<file path="src/inc/icd_pkg.sv">
// package: constants and types for the io cell pair with ddr capture
package icd_pkg;

    // ==========================================
    // register map (byte addresses)
    localparam logic [7:0] ICD_ADR_CTRL = 8'h00;
    localparam logic [7:0] ICD_ADR_STAT = 8'h04;
    localparam logic [7:0] ICD_ADR_DATA = 8'h08;

    // ==========================================
    // control field positions and reset value
    localparam int ICD_CTRL_WIDTH = 9;
    localparam int ICD_BIT_DDR = 0;
    localparam int ICD_BIT_DYN = 1;
    localparam int ICD_BIT_DIFF = 2;
    localparam int ICD_BIT_GEAR = 3;
    localparam int ICD_BIT_SRVAL = 4;
    localparam int ICD_FIX_LSB = 5;
    localparam logic [8:0] ICD_CTRL_RST = 9'h000;

    // ==========================================
    // status field positions
    localparam int ICD_STAT_POL = 0;
    localparam int ICD_STAT_LOCK = 1;
    localparam int ICD_STAT_ARMED = 2;
    localparam int ICD_STAT_CNT_LSB = 8;

    // ==========================================
    // input delay line
    localparam int ICD_DLY_DEPTH = 16;
    localparam logic [3:0] ICD_DLY_FIX_RST = 4'h0;

    typedef struct packed
    {
        logic [3:0] fixDly;
        logic srVal;
        logic gearbox;
        logic diffPair;
        logic dynDly;
        logic ddrMode;
    } icd_ctrl_s;

    typedef struct packed
    {
        logic fall;
        logic rise;
    } icd_pair_s;

    typedef enum logic [2:0]
    {
        ICD_POL_IDLE = 3'b001,
        ICD_POL_ARMED = 3'b010,
        ICD_POL_LOCKED = 3'b100
    } icd_pol_e;

endpackage

</file>
<file path="src/verilog/icd_io_cell_pair.sv">
// module: one io cell pair (true and complement slices) with sdr/ddr capture
module icd_io_cell_pair
    import icd_pkg::*;
(
    input wire logic clk,
    input wire logic sys_rst,
    // classic wishbone slave
    input wire logic wb_cyc_i,
    input wire logic wb_stb_i,
    input wire logic wb_we_i,
    input wire logic [7:0] wb_adr_i,
    input wire logic [3:0] wb_sel_i,
    input wire logic [31:0] wb_dat_i,
    output logic [31:0] wb_dat_o,
    output logic wb_ack_o,
    // pads
    input wire logic padInT,
    input wire logic padInC,
    output logic padOutT,
    output logic padOutC,
    output logic padOeT,
    output logic padOeC,
    input wire logic strobeIn,
    // core side
    input wire logic coreClkEn,
    input wire logic localSetReset,
    input wire logic globalSetReset_n,
    input wire logic readStart,
    input wire logic writeTransferCtl,
    input wire logic [3:0] dynDelaySel,
    input wire logic [3:0] coreOutData,
    input wire logic sdrTristate,
    input wire logic [1:0] ddrTristatePair,
    output logic unregisteredIn,
    output logic clockNetTap,
    output logic registeredIn,
    output icd_pair_s ddrInPair,
    output logic [1:0] gearboxRiseOut,
    output logic [1:0] gearboxFallOut,
    output logic syncClockPolarity
);

    // ==========================================
    // helpers
    function automatic logic slotNext(input logic cur, input logic nxt, input logic load,
                                      input logic sr, input logic srVal);
        logic res;
        res = cur;
        if (sr)
            res = srVal;
        else if (load)
            res = nxt;
        return res;
    endfunction

    // ==========================================
    // pin synchronisers
    logic [1:0] inTSync_ff;
    logic [1:0] inCSync_ff;
    logic [1:0] strbSync_ff;
    logic [1:0] gsrnSync_ff;
    logic strbLast_ff;

    always_ff @(posedge clk or posedge sys_rst)
    begin
        if (sys_rst)
        begin
            inTSync_ff <= 2'h0;
            inCSync_ff <= 2'h0;
            strbSync_ff <= 2'h3;
            gsrnSync_ff <= 2'h0;
            strbLast_ff <= 1'b1;
        end
        else
        begin
            inTSync_ff <= {inTSync_ff[0], padInT};
            inCSync_ff <= {inCSync_ff[0], padInC};
            strbSync_ff <= {strbSync_ff[0], strobeIn};
            gsrnSync_ff <= {gsrnSync_ff[0], globalSetReset_n};
            strbLast_ff <= strbSync_ff[1];
        end
    end

    logic padT;
    logic padC;
    logic strbRise;
    logic strbFall;
    logic srActive;
    assign padT = inTSync_ff[1];
    assign padC = inCSync_ff[1];
    assign strbRise = strbSync_ff[1] & ~strbLast_ff;
    assign strbFall = ~strbSync_ff[1] & strbLast_ff;
    // global and local set/reset share one request
    assign srActive = ~gsrnSync_ff[1] | localSetReset;

    // ==========================================
    // control register over wishbone
    icd_ctrl_s ctrl_ff;
    logic wbReq;
    logic wbHit;
    assign wbReq = wb_cyc_i & wb_stb_i & ~wb_ack_o;

    always_ff @(posedge clk or posedge sys_rst)
    begin
        if (sys_rst)
            ctrl_ff <= icd_ctrl_s'(ICD_CTRL_RST);
        else if (wbReq && wb_we_i && wb_adr_i == ICD_ADR_CTRL)
        begin
            if (wb_sel_i[0])
                ctrl_ff[7:0] <= wb_dat_i[7:0];
            if (wb_sel_i[1])
                ctrl_ff[8] <= wb_dat_i[8];
        end
    end

    // ==========================================
    // input delay line, fixed or dynamic tap
    logic [ICD_DLY_DEPTH-1:0] dlyLine_ff;
    logic [3:0] dlyTap;
    logic padDly;
    assign dlyTap = ctrl_ff.dynDly ? dynDelaySel : ctrl_ff.fixDly;
    // tap 0 means no added delay
    assign padDly = (dlyTap == 4'h0) ? padT : dlyLine_ff[dlyTap - 4'h1];

    always_ff @(posedge clk or posedge sys_rst)
    begin
        if (sys_rst)
            dlyLine_ff <= '0;
        else
            dlyLine_ff <= {dlyLine_ff[ICD_DLY_DEPTH-2:0], padT};
    end

    // ==========================================
    // bypass paths
    always_ff @(posedge clk or posedge sys_rst)
    begin
        if (sys_rst)
        begin
            unregisteredIn <= 1'b0;
            clockNetTap <= 1'b0;
        end
        else
        begin
            // raw pad level, no delay and no enable
            unregisteredIn <= padT;
            clockNetTap <= padT;
        end
    end

    // ==========================================
    // sdr input register
    always_ff @(posedge clk or posedge sys_rst)
    begin
        if (sys_rst)
            registeredIn <= 1'b0;
        else
            registeredIn <= slotNext(registeredIn, padDly, coreClkEn, srActive,
                                     ctrl_ff.srVal);
    end

    // ==========================================
    // read-cycle polarity selection
    icd_pol_e polState_ff;
    logic phase_ff;

    always_ff @(posedge clk or posedge sys_rst)
    begin
        if (sys_rst)
            phase_ff <= 1'b0;
        else
            phase_ff <= ~phase_ff;
    end

    always_ff @(posedge clk or posedge sys_rst)
    begin
        if (sys_rst)
            polState_ff <= ICD_POL_IDLE;
        else
        begin
            case (polState_ff)
                ICD_POL_IDLE:
                    if (readStart)
                        polState_ff <= ICD_POL_ARMED;
                ICD_POL_ARMED:
                    // strobe leaves its parked high at preamble
                    if (strbFall)
                        polState_ff <= ICD_POL_LOCKED;
                ICD_POL_LOCKED:
                    if (readStart)
                        polState_ff <= ICD_POL_ARMED;
                default:
                    polState_ff <= ICD_POL_IDLE;
            endcase
        end
    end

    always_ff @(posedge clk or posedge sys_rst)
    begin
        if (sys_rst)
            syncClockPolarity <= 1'b0;
        else if (polState_ff == ICD_POL_ARMED && strbFall)
            syncClockPolarity <= phase_ff;
        // otherwise hold: a read with no preamble keeps the old choice
        else
            syncClockPolarity <= syncClockPolarity;
    end

    // ==========================================
    // ddr capture on strobe edges
    logic riseStream_ff;
    logic fallStream_ff;
    logic pairPend_ff;
    logic ddrCap;
    logic handOff;
    assign ddrCap = ctrl_ff.ddrMode && polState_ff == ICD_POL_LOCKED && coreClkEn;
    // hand-off waits for the chosen phase, at most one extra cycle
    assign handOff = pairPend_ff && (phase_ff == syncClockPolarity);

    always_ff @(posedge clk or posedge sys_rst)
    begin
        if (sys_rst)
        begin
            riseStream_ff <= 1'b0;
            fallStream_ff <= 1'b0;
        end
        else
        begin
            riseStream_ff <= slotNext(riseStream_ff, padDly, ddrCap && strbRise, srActive,
                                      ctrl_ff.srVal);
            fallStream_ff <= slotNext(fallStream_ff, padDly, ddrCap && strbFall, srActive,
                                      ctrl_ff.srVal);
        end
    end

    always_ff @(posedge clk or posedge sys_rst)
    begin
        if (sys_rst)
            pairPend_ff <= 1'b0;
        else if (srActive)
            pairPend_ff <= 1'b0;
        else if (ddrCap && strbFall)
            pairPend_ff <= 1'b1;
        else if (handOff)
            pairPend_ff <= 1'b0;
    end

    // ==========================================
    // system clock hand-off and gearbox
    logic gearSlot_ff;
    logic [1:0] pairCnt_ff;
    icd_pair_s gearLow_ff;

    always_ff @(posedge clk or posedge sys_rst)
    begin
        if (sys_rst)
            ddrInPair <= '0;
        else if (srActive)
            ddrInPair <= {ctrl_ff.srVal, ctrl_ff.srVal};
        else if (handOff)
            ddrInPair <= {fallStream_ff, riseStream_ff};
    end

    always_ff @(posedge clk or posedge sys_rst)
    begin
        if (sys_rst)
        begin
            gearSlot_ff <= 1'b0;
            gearLow_ff <= '0;
            gearboxRiseOut <= 2'h0;
            gearboxFallOut <= 2'h0;
        end
        else if (srActive)
        begin
            gearSlot_ff <= 1'b0;
            gearLow_ff <= {ctrl_ff.srVal, ctrl_ff.srVal};
            gearboxRiseOut <= {2{ctrl_ff.srVal}};
            gearboxFallOut <= {2{ctrl_ff.srVal}};
        end
        else if (handOff && ctrl_ff.gearbox)
        begin
            gearSlot_ff <= ~gearSlot_ff;
            // first pair parks in the gearLow_ff register until the second pair arrives
            if (!gearSlot_ff)
                gearLow_ff <= {fallStream_ff, riseStream_ff};
            else
            begin
                gearboxRiseOut <= {riseStream_ff, gearLow_ff.rise};
                gearboxFallOut <= {fallStream_ff, gearLow_ff.fall};
            end
        end
    end

    always_ff @(posedge clk or posedge sys_rst)
    begin
        if (sys_rst)
            pairCnt_ff <= 2'h0;
        else if (handOff)
            pairCnt_ff <= pairCnt_ff + 2'h1;
    end

    // ==========================================
    // output and tristate register blocks
    logic outLoad;
    logic nxtOutT;
    logic nxtOutC;
    logic nxtOe;
    // transfer control lets the core freeze the output block
    assign outLoad = coreClkEn & ~writeTransferCtl;

    always_comb
    begin
        if (ctrl_ff.ddrMode)
        begin
            nxtOutT = phase_ff ? coreOutData[1] : coreOutData[0];
            nxtOutC = phase_ff ? coreOutData[3] : coreOutData[2];
            nxtOe = ~(phase_ff ? ddrTristatePair[1] : ddrTristatePair[0]);
        end
        else
        begin
            nxtOutT = coreOutData[0];
            nxtOutC = coreOutData[2];
            nxtOe = ~sdrTristate;
        end
        // complement slice mirrors the true slice in a differential pair
        if (ctrl_ff.diffPair)
            nxtOutC = ~nxtOutT;
    end

    always_ff @(posedge clk or posedge sys_rst)
    begin
        if (sys_rst)
        begin
            padOutT <= 1'b0;
            padOutC <= 1'b0;
            padOeT <= 1'b0;
            padOeC <= 1'b0;
        end
        else
        begin
            padOutT <= slotNext(padOutT, nxtOutT, outLoad, srActive, ctrl_ff.srVal);
            padOutC <= slotNext(padOutC, nxtOutC, outLoad, srActive, ~ctrl_ff.srVal);
            padOeT <= slotNext(padOeT, nxtOe, outLoad, srActive, 1'b0);
            padOeC <= slotNext(padOeC, nxtOe, outLoad, srActive, 1'b0);
        end
    end

    // ==========================================
    // wishbone read side
    logic [31:0] rdData;
    assign wbHit = wb_adr_i == ICD_ADR_CTRL || wb_adr_i == ICD_ADR_STAT ||
                   wb_adr_i == ICD_ADR_DATA;

    always_comb
    begin
        rdData = 32'h0000_0000;
        case (wb_adr_i)
            ICD_ADR_CTRL:
                rdData[ICD_CTRL_WIDTH-1:0] = ctrl_ff;
            ICD_ADR_STAT:
            begin
                rdData[ICD_STAT_POL] = syncClockPolarity;
                rdData[ICD_STAT_LOCK] = polState_ff == ICD_POL_LOCKED;
                rdData[ICD_STAT_ARMED] = polState_ff == ICD_POL_ARMED;
                rdData[ICD_STAT_CNT_LSB+:2] = pairCnt_ff;
            end
            ICD_ADR_DATA:
                rdData[7:0] = {gearboxFallOut, gearboxRiseOut, ddrInPair, padC, padT};
            default:
                rdData = 32'h0000_0000;
        endcase
    end

    always_ff @(posedge clk or posedge sys_rst)
    begin
        if (sys_rst)
        begin
            wb_ack_o <= 1'b0;
            wb_dat_o <= 32'h0000_0000;
        end
        else
        begin
            // unmapped addresses still ack, reading zero
            wb_ack_o <= wbReq;
            wb_dat_o <= (wbReq && !wb_we_i && wbHit) ? rdData : 32'h0000_0000;
        end
    end

endmodule
</file>
<file path="config.mk">
export PLATFORM = sky130hd
export DESIGN_NAME = icd_io_cell_pair
export DESIGN_NICKNAME = d
export VERILOG_FILES = /design/src/inc/icd_pkg.sv /design/src/verilog/icd_io_cell_pair.sv
export SDC_FILE = /design/constraint.sdc
export NUM_CORES = 1
export LEC_CHECK = 0
export ABC_AREA = 1
export BUFFER_PORTS_ARGS = -buffer_cell sky130_fd_sc_hd__buf_2
export CORE_ASPECT_RATIO = 1.1
export CORE_MARGIN = 8
export CORE_UTILIZATION = 53
export DETAILED_ROUTE_END_ITERATION = 7
export PLACE_DENSITY = 0.91
export SLEW_MARGIN = 5
export SYNTH_ARGS = -nofsm -noshare
export SYNTH_HDL_FRONTEND = slang
export SYNTH_SLANG_ARGS = --single-unit
</file>
<file path="constraint.sdc">
create_clock -name clk -period 6.4 [get_ports clk]
set_input_delay 1.6 -clock clk [delete_from_list [all_inputs] [get_ports clk]]
set_output_delay 1.6 -clock clk [all_outputs]
set_load 0.01 [all_outputs]
</file>
After elaboration in Yosys (flattened, before gate mapping)
Cells that the tools add are included.

cells by class
  $add $sub $neg = 2
  order comparisons = 1
  eq/ne operators = 9
  mux-type cells = 47
  bitwise gates (word level) = 17
  reduce and logical (&&, ||, !) cells = 30

operator list
  operator                                              number
  2-to-1 mux 1 bit                                      27
  2-to-1 mux 2 bit                                      11
  nonzero test 2 bit                                    7
  logical AND 1 bit                                     11
  NOT 1 bit                                             11
  2-to-1 mux 10 bit                                     1
  case mux 5 bit (2 select lines)                       1
  AND reduction 2 bit                                   5
  case mux 3 bit (3 select lines)                       1
  equality test 8 x 3 -> 1 bit (second input constant)  1
  equality test 8 x 4 -> 1 bit (second input constant)  1
  logical NOT 8 bit                                     1
  2-to-1 mux 3 bit                                      2
  case mux 3 bit (2 select lines)                       1
  AND 1 bit                                             5
  < comparator 4 x 5 -> 1 bit (second input constant)   1
  binary-select mux 1 bit (select 4 bit)                1
  logical NOT 4 bit                                     1
  2-to-1 mux 4 bit                                      1
  != test 2 bit (second input constant)                 2
  subtractor 4 x 1 -> 4 bit (second input constant)     1
  equality test 3 x 1 -> 1 bit (second input constant)  1
  equality test 3 x 2 -> 1 bit (second input constant)  1
  equality test 3 bit (second input constant)           1
  other kinds (9)                                       10

word-level totals
  register bits = 69
  output and inout bits = 47
  logic and storage cells = 140

Logic depth before layout (Yosys ltp)
Gate-level depths: netlist (run 1).

  word-level depth = 7
  depth in mapped cells = 15
  mapped depth without buffers = 14

Worst setup path after synthesis (run 1)
Ideal clock, no wire load.

  path kind = input -> register
  start = input dynDelaySel[0]
  end = register fallStream_ff
  arrival = 2.694 ns
  data required time = 6.283 ns
  path slack = 3.589 ns
  stages on the path = 13
  path buffers = 0
  path through = inv_1 -> nand2_1 -> nand2_2 -> ha_1 -> inv_1 -> nand3_1 -> nand3_1 -> nand3_1 -> nand3_1 -> nand2_1 -> nand2_1 -> nand2_1 -> nand2_1

between the ends
  cells in the longest elaborated chain, start to end = 7

RTL lines
  item                                    line                     text
  from (decl)                             icd_io_cell_pair.sv:30   input wire logic [3:0] dynDelaySel,
  2-to-1 mux 4 bit (*)                    icd_io_cell_pair.sv:121  assign dlyTap = ctrl_ff.dynDly ? dynDelaySel : ctrl_ff.fixDly;
  subtractor 4 x 1 -> 4 bit               icd_io_cell_pair.sv:123  assign padDly = (dlyTap == 4'h0) ? padT : dlyLine_ff[dlyTap - 4'h1];
  binary-select mux 1 bit (select 4 bit)  icd_io_cell_pair.sv:123
  2-to-1 mux 1 bit (not written as such)  icd_io_cell_pair.sv:123
  2-to-1 mux 1 bit (*)                    icd_io_cell_pair.sv:123
  2-to-1 mux 1 bit (*)                    icd_io_cell_pair.sv:51   else if (load)
  2-to-1 mux 1 bit (*)                    icd_io_cell_pair.sv:49   if (sr)
  to (signal assigned)                    icd_io_cell_pair.sv:230  fallStream_ff <= slotNext(fallStream_ff, padDly, ddrCap && strbFall, srActive,
  to (decl)                               icd_io_cell_pair.sv:211  logic fallStream_ff;

Mark *: on every way between the ends. The rest lies on a longest branch, timed or not. The select of a mux whose other input is x is not followed.
A chain may end at the register's enable or synchronous reset.

Worst setup path in the final report (run 1)
  start = input localSetReset
  end = register registeredIn

between the ends
  cells in the longest elaborated chain, start to end = 2

RTL lines
  item                                                    line                     text
  from (decl)                                             icd_io_cell_pair.sv:26   input wire logic localSetReset,
  OR 1 bit (*)                                            icd_io_cell_pair.sv:94   assign srActive = ~gsrnSync_ff[1] | localSetReset;
  2-to-1 mux 1 bit or nonzero test 2 bit (tied branches)  -
  to (signal assigned)                                    icd_io_cell_pair.sv:157  registeredIn <= slotNext(registeredIn, padDly, coreClkEn, srActive,
  to (decl)                                               icd_io_cell_pair.sv:36   output logic registeredIn,

Mark *: on every way between the ends. The rest lies on a longest branch, timed or not.

==> metrics.md, run 1 <==
| Metric | Value |
|---|---|
| CTS tree | built |
| Min-Delay Path Depth | 0 |
| Worst Setup End Kind | flop |
| Clock skew | 0.00797 ns |
| Max-cap violations | 0 |
| Sum Neg Setup Slack | 0 ns |
| Final Non-Filler Cells | 516 |
| Pins Over Slew Limit | 0 |
| Drt initial violations | ~150 |
| Number of synthesized flops with an enable pin | 0 |
| Yosys warnings | 0 |
| Levels on crit path | 7 |
| Overall global routing resource usage | between 10% and 20% |
| Worst-skew pair later-pin latency | 0.34 ns |
| Register area share after synthesis | 54.2% |
| Area delta synth->final | 16.2% |
| CP most frequent cell | nand2_1 |
| Fin crit share | a little under half |
| Crit path cell chain | buf_2 > nor2_2 > inv_1 > nand2_1 > nand2_1 > nand2_1 > nand2_1 |
| Power per Cell Area | 263 nW/µm² |
| Pin count of the biggest net entering global routing | between 60 and 70 |
| Dpl cells | 500 |
| Post-synthesis average cell area | 8.70 µm² |
| Root Driver | clkbuf_8 |
| Async set or reset register ratio after synthesis | 100% |
| Routed via count | roughly 2,500 |
| Worst-margin pin slew | 0.812 ns |
| Worst-path fanout max | 14 |
| Delay-heaviest family, CP | simple AND/OR/NAND/NOR gates |
| Row count | 29 |
| Starting density of the core | a little over half |
| RR Endpoint | registeredIn |
| Hpwl dp | about 5400 µm |
| Hold buffer count at cts | 0 |
| Initial antenna violation count | 0 |
| DRT Pass-1 Iters | 4 |
| Layout cells sized above 1 | 23.5% |
| Antenna Nets Post-Route | 0 |
| Crit Path Class | in -> reg |
| R2R Setup Slk | roughly 4.3 ns |
| Min-Delay Endpoint | gsrnSync_ff[1] |
| Slowest CP cell | nor2_2 |
| Register bit count reported by yosys | 68 |
| Clock slew at reported path FFs | ~0.07 ns |
| Min-delay src | gsrnSync_ff[0] |
| FF-to-FF Start | ctrl_ff[1] |
| Post-CTS setup buffers | 0 |
| Crit-path max cell delay | 0.51 ns |
| Wirelength, routed | 6980 µm |
| RSZ-0062 raised after global routing | no |
| Critical Path Source Type | input port |
| GRT overflow | 0 |
| Fillers | 496 |
| Die Width | 89.5 µm |
| CP Data Required Time | 6.63 ns |
| VDD IR max | about 0.00012 V |
| Worst Hold Class | reg -> reg |
| IO Pins | 115 |
| Core area | between 5000 and 6000 µm² |
| DR vias/cell | 4.94 |
| R2R depth | 13 |
| Final net count | 503 |
| Avg WL per Cell | 13.5 µm |
| CTS Buf Count | 9 |
| Global-route wire length before repair | 11,500 µm |
| Vias in the first global route | 2,608 |
| Min Tclk post-route | 2.96 ns |
| Outcome | finished clean |
| DRC | 0 |
| Die H | 96.9 µm |
| Die ar. | approximately 8700 µm² |
| Multi-input gate area | about 1100 µm² |
| Register area | 1710 µm² |
| Final Setup Violations | 0 |
| CTS Buffer Depth | 2 |
| Netlist cell types | 31 |
| P_leak | 0.00204 µW |
| Relative slew slack | 45.9% |
| Syn Inst Count | 362 |
| PostCTS Resize Cnt | 0 |
| F_max | 0.338 GHz |
| Worst path bufs/invs | 2 |
| Port Buffers | 67 |
| ANT cells | 0 |
| Worst EP arrival | 3.19 ns |
| Placer congestion estimate | 0.916 |
| Htree depth | 3 |
| Ys flop type | dfrtp_1 |
| Synthesized area | around 3200 µm² |
| Fin. Hold Viols | 0 |
| CTS sink count | 68 |
[kinds of logic (layout without fill, tap and decap cells)]
logic type / after synthesis / count (layout) / synth area share [%]
AO/OA/AOI/OAI: 49 / 49 / 9.61
XOR/XNOR: 3 / 3 / 0.834
adder cells (fa/ha/maj): 1 / 1 / 0.397
buffers and inverters: 88 / 144 / 13.7
flip-flops: 68 / 68 / 54.2
multiplexers: 2 / 2 / 0.715
other: 1 / 22 / 0.119
AND/OR/NAND/NOR: 150 / 150 / 20.5
[where the power goes]
group	switching [µW]	leakage, µW	internal, µW
combinational	80.4	0.00112	46.3
sequential	21.2	0.000818	463
clock	150	0.000101	201
[sequential cells by signal, indices dropped and copies added, names as in the netlist, 2 cells and up]
name and cells:
dlyLine_ff 16, wb_dat_o 10, ctrl_ff 9, polState_ff 3, ddrInPair 2, gearLow_ff 2
gearboxFallOut 2, gearboxRiseOut 2, gsrnSync_ff 2, inCSync_ff 2, inTSync_ff 2, pairCnt_ff 2
strbSync_ff 2
[cells in the mapped netlist (3+ instances only)]
library cell  number  area, µm²
nand3_1           26        130
nor2_1            30        113
o221ai_1           3       26.3
inv_2              3       11.3
a31oi_1           10       62.6
a21oi_1           17       85.1
dfrtp_1           64       1600
buf_4             25        188
inv_1             57        214
nand2_1           80        300
o21ai_0           11       55.1
nand2_2            4       25.0
xor2_1             3       26.3
dfstp_2            4        105
nor3_1             3       15.0
[area by class of cell]
cell class              instances  area share (%)
clock buffers                  14            4.44
clock inverters                 2           0.957
inverters                      60            6.15
multi-input cells             227            29.8
flip-flops and latches         68            46.6
well taps                      77            2.63
repair buffers                 68            9.37
[layer usage]
layer  global-route usage, %  wire length [µm]
met3                    5.92               589
met1                    20.3              2870
met2                    26.3              3270
met5                       0                 0
met4                    10.0               245
[cells in the final DEF (no fill, tap or decap), types with 3 or more instances in the layout]
cell type / n
dfrtp_1: 64
nor3_1: 3
nand2_1: 80
dfstp_2: 4
clkbuf_8: 11
nor2_1: 30
clkbuf_1: 3
inv_1: 56
inv_2: 4
conb_1: 22
nand2_2: 4
a21oi_1: 17
nand3_1: 26
xor2_1: 3
o21ai_0: 11
buf_2: 67
o221ai_1: 3
a31oi_1: 10
[how the worst max path moves through the flow]
stage / start / endpoint / slack [ns]
2_1_floorplan: sys_rst / ctrl_ff[0] / 3.10
3_3_place_gp: localSetReset / registeredIn / 3.13
3_5_place_dp: localSetReset / padOutC / 3.12
4_1_cts: localSetReset / registeredIn / 3.49
5_1_grt: localSetReset / registeredIn / 3.30
6_report: localSetReset / registeredIn / 3.44
[worst reg2reg max path: cells and delay by family, from the launching register on]
family | cells | cell delay [ns]
DFF | 1 | 0.52
buffers and inverters | 2 | 0.23
and+or+nand+nor | 10 | 0.88
adders and majority gates | 1 | 0.39
[metrics by stage]
step | instance area [µm²] | power (µW) | util [%] | worst slack [ns] | hold WS, ns
global placement | 3460 | 611 | 60.0 | 3.13 | 0.333
detailed placement | 3460 | 619 | 60.0 | 3.12 | 0.336
CTS | 3660 | 971 | 63.4 | 3.49 | 0.350
finish | 3660 | 962 | 63.4 | 3.44 | 0.348
floorplan | 3230 | 581 | - | 3.10 | 0.331
global route | 3660 | 1010 | 63.4 | 3.30 | 0.356
No activity file was read; power rests on OpenSTA's default activity.
==> run 2: changes to the inputs <==
- ABC_AREA: 1 -> 0
- CORE_UTILIZATION: 53 -> 44
- PLACE_DENSITY: 0.91 -> 0.82
- clock period: 6.4 -> 2.6 ns (I/O delays scaled with it)
==> run 2 against run 1 <==
Against the previous run: sequential power is 140% higher; clock skew is 0.0023 ns lower; count of clock-buffer cells in the layout is 2 lower; flip-flop and latch count stayed put; combinational power is 89% higher; critical endpoint unchanged.
==> metrics.md, run 2 <==
| Metric | Value |
|---|---|
| Outcome | finished clean |
| Netlist cell types | 47 (+52%) |
| R2R depth | 8 (-5) |
| CTS Buffer Depth | 2 (unchanged) |
| Port Buffers | 67 (unchanged) |
| Crit-path max cell delay | 0.63 ns (+0.12 ns) |
| Wirelength, routed | 6620 µm (-5.2%) |
| Max reg flops | 16 (unchanged) |
| Power per Cell Area | 587 nW/µm² (+120%) |
| Largest Register | dlyLine_ff |
| Post-synthesis average cell area | 11.6 µm² (+33%) |
| Synth cell count leaders | 64 x dfrtp_1, 25 x mux2i_1, 24 x buf_4, 23 x nor2_1, 18 x nand2_1 |
| Die ar. | 9910 µm² (+14%) |
| Setup WS pre-CTS | 0.156 ns (-2.96 ns) |
| IO Pins | 115 (unchanged) |
| Worst-margin pin slew | 0.626 ns (-0.185 ns) |
| Overall global routing resource usage | 13.9% (-3.4 points) |
| Worst EP arrival | 2.64 ns (-0.55 ns) |
| CP Data Required Time | 2.86 ns (-3.77 ns) |
| Commonest non-fill, non-tap cell in the layout | buf_2 |
| Routed via count | 2,127 (-16%) |
| VDD IR max | 0.000316 V (+160%) |
| Worst-path fanout max | 11 (-3) |
| PostCTS Resize Cnt | 0 (unchanged) |
| Area delta synth->final | 16.4% |
| Sum Neg Setup Slack | 0 ns (unchanged) |
| F_max | approximately 0.42 GHz |
| Register area | 1710 µm² (unchanged) |
| Pin count of the biggest net entering global routing | 30 (-57%) |
| Syn Inst Count | 265 (-27%) |
| Vias in the first global route | 2,247 (-14%) |
| Row count | 32 (+10%) |
| ANT cells | 0 (unchanged) |
| Multi-input gate area | 1210 µm² (+11%) |
| Relative slew slack | 58.1% (+12 points) |
| Async set or reset register ratio after synthesis | 100% (unchanged) |
| P_leak | 0.00177 µW (-13%) |
| Final net count | 407 (-19%) |
| Crit Path Class | reg -> reg |
| Ys flop type | dfrtp_1 |
| Initial antenna violation count | 0 (unchanged) |
| DRC | 0 (unchanged) |
| Adder-cell share of the synthesized area | 0.407% (+0.010 points) |
| CTS sink count | 68 (unchanged) |
| Synth area leader | dfrtp_1 |
| Crit path cell chain | mux2i_4 > ha_1 > nor2b_1 > a211o_2 > a21boi_1 > o32ai_2 > nand3_1 > a31oi_1 |
| Largest registers | dlyLine_ff x16, wb_dat_o x10, ctrl_ff x9 |
| Commonest non-fill, non-tap cells in the layout | 67 x buf_2, 64 x dfrtp_1, 25 x mux2i_1, 23 x nor2_1, 22 x conb_1 |
| Number of synthesized flops with an enable pin | 0 (unchanged) |
| Dpl cell area | 3420 µm² (-1.1%) |
| Die Width | 95.7 µm (+6.9%) |
| Root Driver | clkbuf_8 |
| GRT overflow | 0 (unchanged) |
| Worst setup margin | 0.215 ns (-3.23 ns) |
| CTS Buf Count | 9 (unchanged) |
| Slowest CP cell | dfrtp_1 |
| Core area | 6890 µm² (+19%) |
| DR vias/cell | 4.98 (+0.92%) |
| XOR/XNOR share of the synthesized area | 1.71% (+0.88 points) |
| Worst Hold Class | in -> async |
| Avg WL per Cell | 15.5 µm (+15%) |
| Hpwl dp | 5150 µm (-3.8%) |
| Register area share after synthesis | 55.6% (+1.4 points) |
| Die H | 104 µm (+7.0%) |
| Worst-skew pair later-pin latency | 0.34 ns (about the same) |
| Fin crit share | 91.7% |
| Clock skew | 0.00563 ns (-0.00234 ns) |
| Global-route wire length before repair | 10,700 µm (-7.2%) |
| Starting density of the core | 44.6% (-10 points) |
| Fin. Hold Viols | 0 (unchanged) |
| CTS tree | built |
| Count leader, synth | dfrtp_1 |
| Layout cells sized above 1 | 31.0% (+7.5 points) |
| Register bit count reported by yosys | 68 (unchanged) |
| Post-CTS setup buffers | 0 (unchanged) |
| Final instance area | 3570 µm² (-2.3%) |
| Fillers | 621 (+25%) |
| Tot Pwr | 2100 µW (+120%) |
| Hold buffer count at cts | 0 (unchanged) |
| Min Tclk post-route | 2.39 ns |
| Post-synth top area share | 52.1% (+1.3 points) |
| Pins Over Slew Limit | 0 (unchanged) |
| Top post-synthesis cells by area | dfrtp_1 52%, mux2i_1 8.1%, buf_4 5.9% |
| Critical Path Source Type | flop |
| Synthesized area | 3070 µm² (-2.5%) |
| Clock slew at reported path FFs | 0.07 ns (about the same) |
| Antenna Nets Post-Route | 0 (unchanged) |
| RSZ-0062 raised after global routing | no |
| Synth Area in Compound Gates | 8.51% (-1.1 points) |
| Post-Synth Simple-Gate Area | 12.3% (-8.1 points) |
| Max-cap violations | 0 (unchanged) |
| Mux contribution to synthesized area | 13.8% (+13 points) |
| Yosys warnings | 0 (unchanged) |
| Placer congestion estimate | 0.781 (-15%) |
| DRT Pass-1 Iters | 4 (unchanged) |
| Htree depth | 3 (unchanged) |
| Largest family of logic cells by synthesized area | multiplexers |
| Worst Setup End Kind | flop |
| Drt initial violations | 95 (-34%) |
| Final Setup Violations | 0 (unchanged) |
[run 2: power by group]
group,internal (µW),total (µW),switching (µW)
logic,100,240,140
clock network,336,695,359
registers,1120,1160,40.7
total,1560,2100,539
[run 2: worst paths after layout]
kind,startpoint,to,slack [ns]
max in group asynchronous,sys_rst,wb_dat_o[9],1.66
worst min-delay path,sys_rst,dlyLine_ff[0],0.30
worst max register to register,ctrl_ff[1],registeredIn,0.21
min in group clk,inCSync_ff[0],inCSync_ff[1],0.35
worst min register to register,inCSync_ff[0],inCSync_ff[1],0.35
worst max-delay path,ctrl_ff[1],registeredIn,0.21
[run 2: worst max-delay path, delay by kind of cell (launching register included)]
family          cells  cell delay, ns
compound gates      4            0.70
fa+ha+maj           1            0.39
flops               1            0.63
mux                 1            0.31
simple gates        2            0.29
[run 2: metal layers]
layer	global-route usage, %	vias to the layer above	share of wire (%)
li1	-	1022	-
met1	16.2	1023	42
met2	21.6	71	47
met3	4.98	11	8.9
met4	6.93	0	1.6
met5	0	-	0
[run 2: cell type report]
type,instances,area share (%)
well taps,85,2.98
multi-input cells,182,33.9
clock buffers,12,3.78
flip-flops and latches,68,47.7
clock inverters,3,0.420
repair buffers,71,10.6
inverters,6,0.630
[run 2: metrics by stage]
stage               hold WS, ns  util (%)  cells
floorplan                 0.331         -    286
global route              0.310      51.9    427
global placement          0.333      49.7    412
CTS                       0.299      51.9    427
detailed placement        0.335      49.7    412
finish                    0.300      51.9    427
[run 2: logic make-up (layout without fill, tap and decap cells)]
family | after synthesis | in the layout
flip-flops | 68 | 68
other | 1 | 22
AO/OA/AOI/OAI | 40 | 40
multiplexers | 37 | 37
buffers and inverters | 36 | 92
XOR/XNOR | 6 | 6
adder cells (fa/ha/maj) | 1 | 1
AND/OR/NAND/NOR | 76 | 76
==> run 3: changes to the inputs <==
- clock period: 2.6 -> 2.1 ns (I/O delays scaled with it)
==> run 3 against run 2 <==
Against the previous run: count of clock-buffer cells in the layout up 2; non-clock buffer count up 7; critical endpoint unchanged; core utilization up 1.8 points; final cell count up 1.9%; cell area up 3.4%; wire length up 1.1%; worst hold slack worse by 0.068 ns; global-route usage up 0.66 points; register-to-register slack worse by 0.14 ns; clock power up 54%; critical path type unchanged.
==> metrics.md, run 3 (synthesis results as in run 2) <==
| Metric | Value |
|---|---|
| Largest registers | dlyLine_ff x16, wb_dat_o x10, ctrl_ff x9 |
| CTS Buffer Depth | 2 (unchanged) |
| Pin count of the biggest net entering global routing | 44 (+47%) |
| Worst EP arrival | 2.29 ns (-0.35 ns) |
| DR vias/cell | 5.00 (+0.33%) |
| Final Non-Filler Cells | 435 (+1.9%) |
| Crit path cell chain | mux2i_4 > ha_4 > nor2b_1 > a211o_2 > a21boi_1 > o32ai_2 > nand3_1 > a31oi_1 |
| VDD IR max | 0.000436 V (+38%) |
| Area delta synth->final | 20.3% |
| Critical Path Source Type | flop |
| Fin crit share | 96.3% (+4.6 points) |
| DRC | 0 (unchanged) |
| Vias in the first global route | 2,320 (+3.2%) |
| Htree depth | 3 (unchanged) |
| Outcome | finished clean |
| Power per Cell Area | 762 nW/µm² (+30%) |
| Worst-margin pin slew | 0.629 ns (+0.00283 ns) |
| Root Driver | clkbuf_8 |
| Final net count | 414 (+1.7%) |
| Commonest non-fill, non-tap cell in the layout | buf_2 |
| Global-route wire length before repair | 11,200 µm (+4.4%) |
| GRT overflow | 0 (unchanged) |
| Clock slew at reported path FFs | 0.07 ns (about the same) |
| Fin. Hold Viols | 0 (unchanged) |
| DRT Pass-1 Iters | 4 (unchanged) |
| Clock skew | 0.0157 ns (+0.0100 ns) |
| CTS sink count | 68 (unchanged) |
| Antenna Nets Post-Route | 0 (unchanged) |
| Dpl cell area | 3480 µm² (+1.6%) |
| Row count | 32 (unchanged) |
| CP Data Required Time | 2.36 ns (-0.50 ns) |
| Starting density of the core | 44.6% (unchanged) |
| Die ar. | 9910 µm² (unchanged) |
| P_leak | 0.00183 µW (+3.0%) |
| Levels on crit path | 8 (unchanged) |
| Dpl cells | 419 (+1.7%) |
| Die Width | 95.7 µm (unchanged) |
| Placer congestion estimate | 0.800 (+2.4%) |
| Avg WL per Cell | 15.4 µm (-0.74%) |
| Worst-skew pair later-pin latency | 0.35 ns (about the same) |
| Commonest non-fill, non-tap cells in the layout | 67 x buf_2, 63 x dfrtp_1, 25 x mux2i_1, 23 x nor2_1, 22 x conb_1 |
| Final instance area | 3700 µm² (+3.4%) |
| Hpwl dp | 5120 µm (-0.58%) |
| CTS tree | built |
| Delay-heaviest family, CP | compound AO/OA/AOI/OAI gates |
| CTS Buf Count | 9 (unchanged) |
| Drt initial violations | 69 (-27%) |
| Crit Path Class | reg -> reg |
| Slowest CP cell | dfrtp_2 |
| Worst path bufs/invs | 0 (unchanged) |
| Overall global routing resource usage | 14.5% (+0.66 points) |
| Worst Setup End Kind | flop |
| Worst Hold Class | in -> async |
| Relative slew slack | 57.9% (-0.19 points) |
| Initial antenna violation count | 0 (unchanged) |
| Routed via count | 2,174 (+2.2%) |
| Max reg flops | 16 (unchanged) |
| Layout cells sized above 1 | 33.1% (+2.1 points) |
| Pins Over Slew Limit | 0 (unchanged) |
| Crit-path max cell delay | 0.43 ns (-0.20 ns) |
| Hold buffer count at cts | 0 (unchanged) |
| Port Buffers | 67 (unchanged) |
| Max-cap violations | 0 (unchanged) |
| Hold Slack | 0.232 ns (-0.0684 ns) |
| Final Setup Violations | 0 (unchanged) |
| Min Tclk post-route | 2.02 ns (-0.363 ns) |
| Largest Register | dlyLine_ff |
| ANT cells | 0 (unchanged) |
| Die H | 104 µm (unchanged) |
| F_max | 0.495 GHz (+18%) |
| IO Pins | 115 (unchanged) |
| R2R depth | 8 (unchanged) |
| RSZ-0062 raised after global routing | yes |
| Worst-path fanout max | 9 (-2) |
| Core area | 6890 µm² (unchanged) |
| Wirelength, routed | 6690 µm (+1.1%) |
==> run 3: changes by cell type in the layout (fill, tap and decap cells not counted) <==
cell,previous run,this run
dfrtp_1,64,63
ha_4,0,1
bufinv_16,0,1
ha_1,1,0
dfrtp_2,0,1
inv_2,1,0
clkinv_2,3,1
buf_6,0,1
buf_4,3,9
clkinvlp_4,0,1
clkbuf_8,9,11
==> run 3: report_power, final <==
part           internal (µW)  switching [µW]
clock                    613             457
sequential              1390            54.3
combinational            129             176
==> run 3: layout make-up <==
cell class | instances | area [µm²]
fillers | 614 | 3190
flip-flops and latches | 68 | 1710
multi-input cells | 182 | 1220
repair buffers | 78 | 434
clock buffers | 14 | 163
well taps | 85 | 106
clock inverters | 2 | 35.0
inverters | 6 | 26.3
==> run 3: path summary, 6_finish.rpt <==
path                                startpoint        endpoint  slack, ns
max in group asynchronous              sys_rst      ctrl_ff[1]       1.27
worst max-delay path                ctrl_ff[1]    registeredIn       0.08
min in group clk                      strobeIn  strbSync_ff[0]       0.28
worst max register to register      ctrl_ff[1]    registeredIn       0.08
worst min-delay path                   sys_rst   dlyLine_ff[0]       0.23
worst min register to register  gsrnSync_ff[0]  gsrnSync_ff[1]       0.35
==> run 3: what timing repair did <==
action	4_1_cts	5_1_grt
gates resized for setup	3	1
setup buffers	0	0
setup endpoints to repair	3	1
==> run 3: per-stage QoR <==
stage | worst slack (ns) | util [%] | total power (µW) | setup TNS [ns]
CTS | 0.0680 | 53.6 | 2850 | 0
global placement | -0.143 | 50.5 | 1750 | -0.370
floorplan | 0.0517 | - | 1670 | 0
detailed placement | -0.196 | 50.5 | 1770 | -0.557
finish | 0.0779 | 53.7 | 2820 | 0
global route | -0.00852 | 53.7 | 2950 | -0.00852
==> run 3: routing by layer <==
layer | wire (µm) | vias to the layer above | global-route usage (%)
li1 | - | 1039 | -
met1 | 2790 | 1045 | 17.5
met2 | 3170 | 79 | 22.3
met3 | 586 | 11 | 4.62
met4 | 142 | 0 | 7.70
met5 | 0 | - | 0
==> run 3: worst register-to-register path: cells and delay by family (launching register included) <==
family,cells,cell delay [ns]
AO/OA/AOI/OAI,4,0.69
flip-flops,1,0.43
multiplexers,1,0.30
adder cells (fa/ha/maj),1,0.28
AND/OR/NAND/NOR,2,0.25
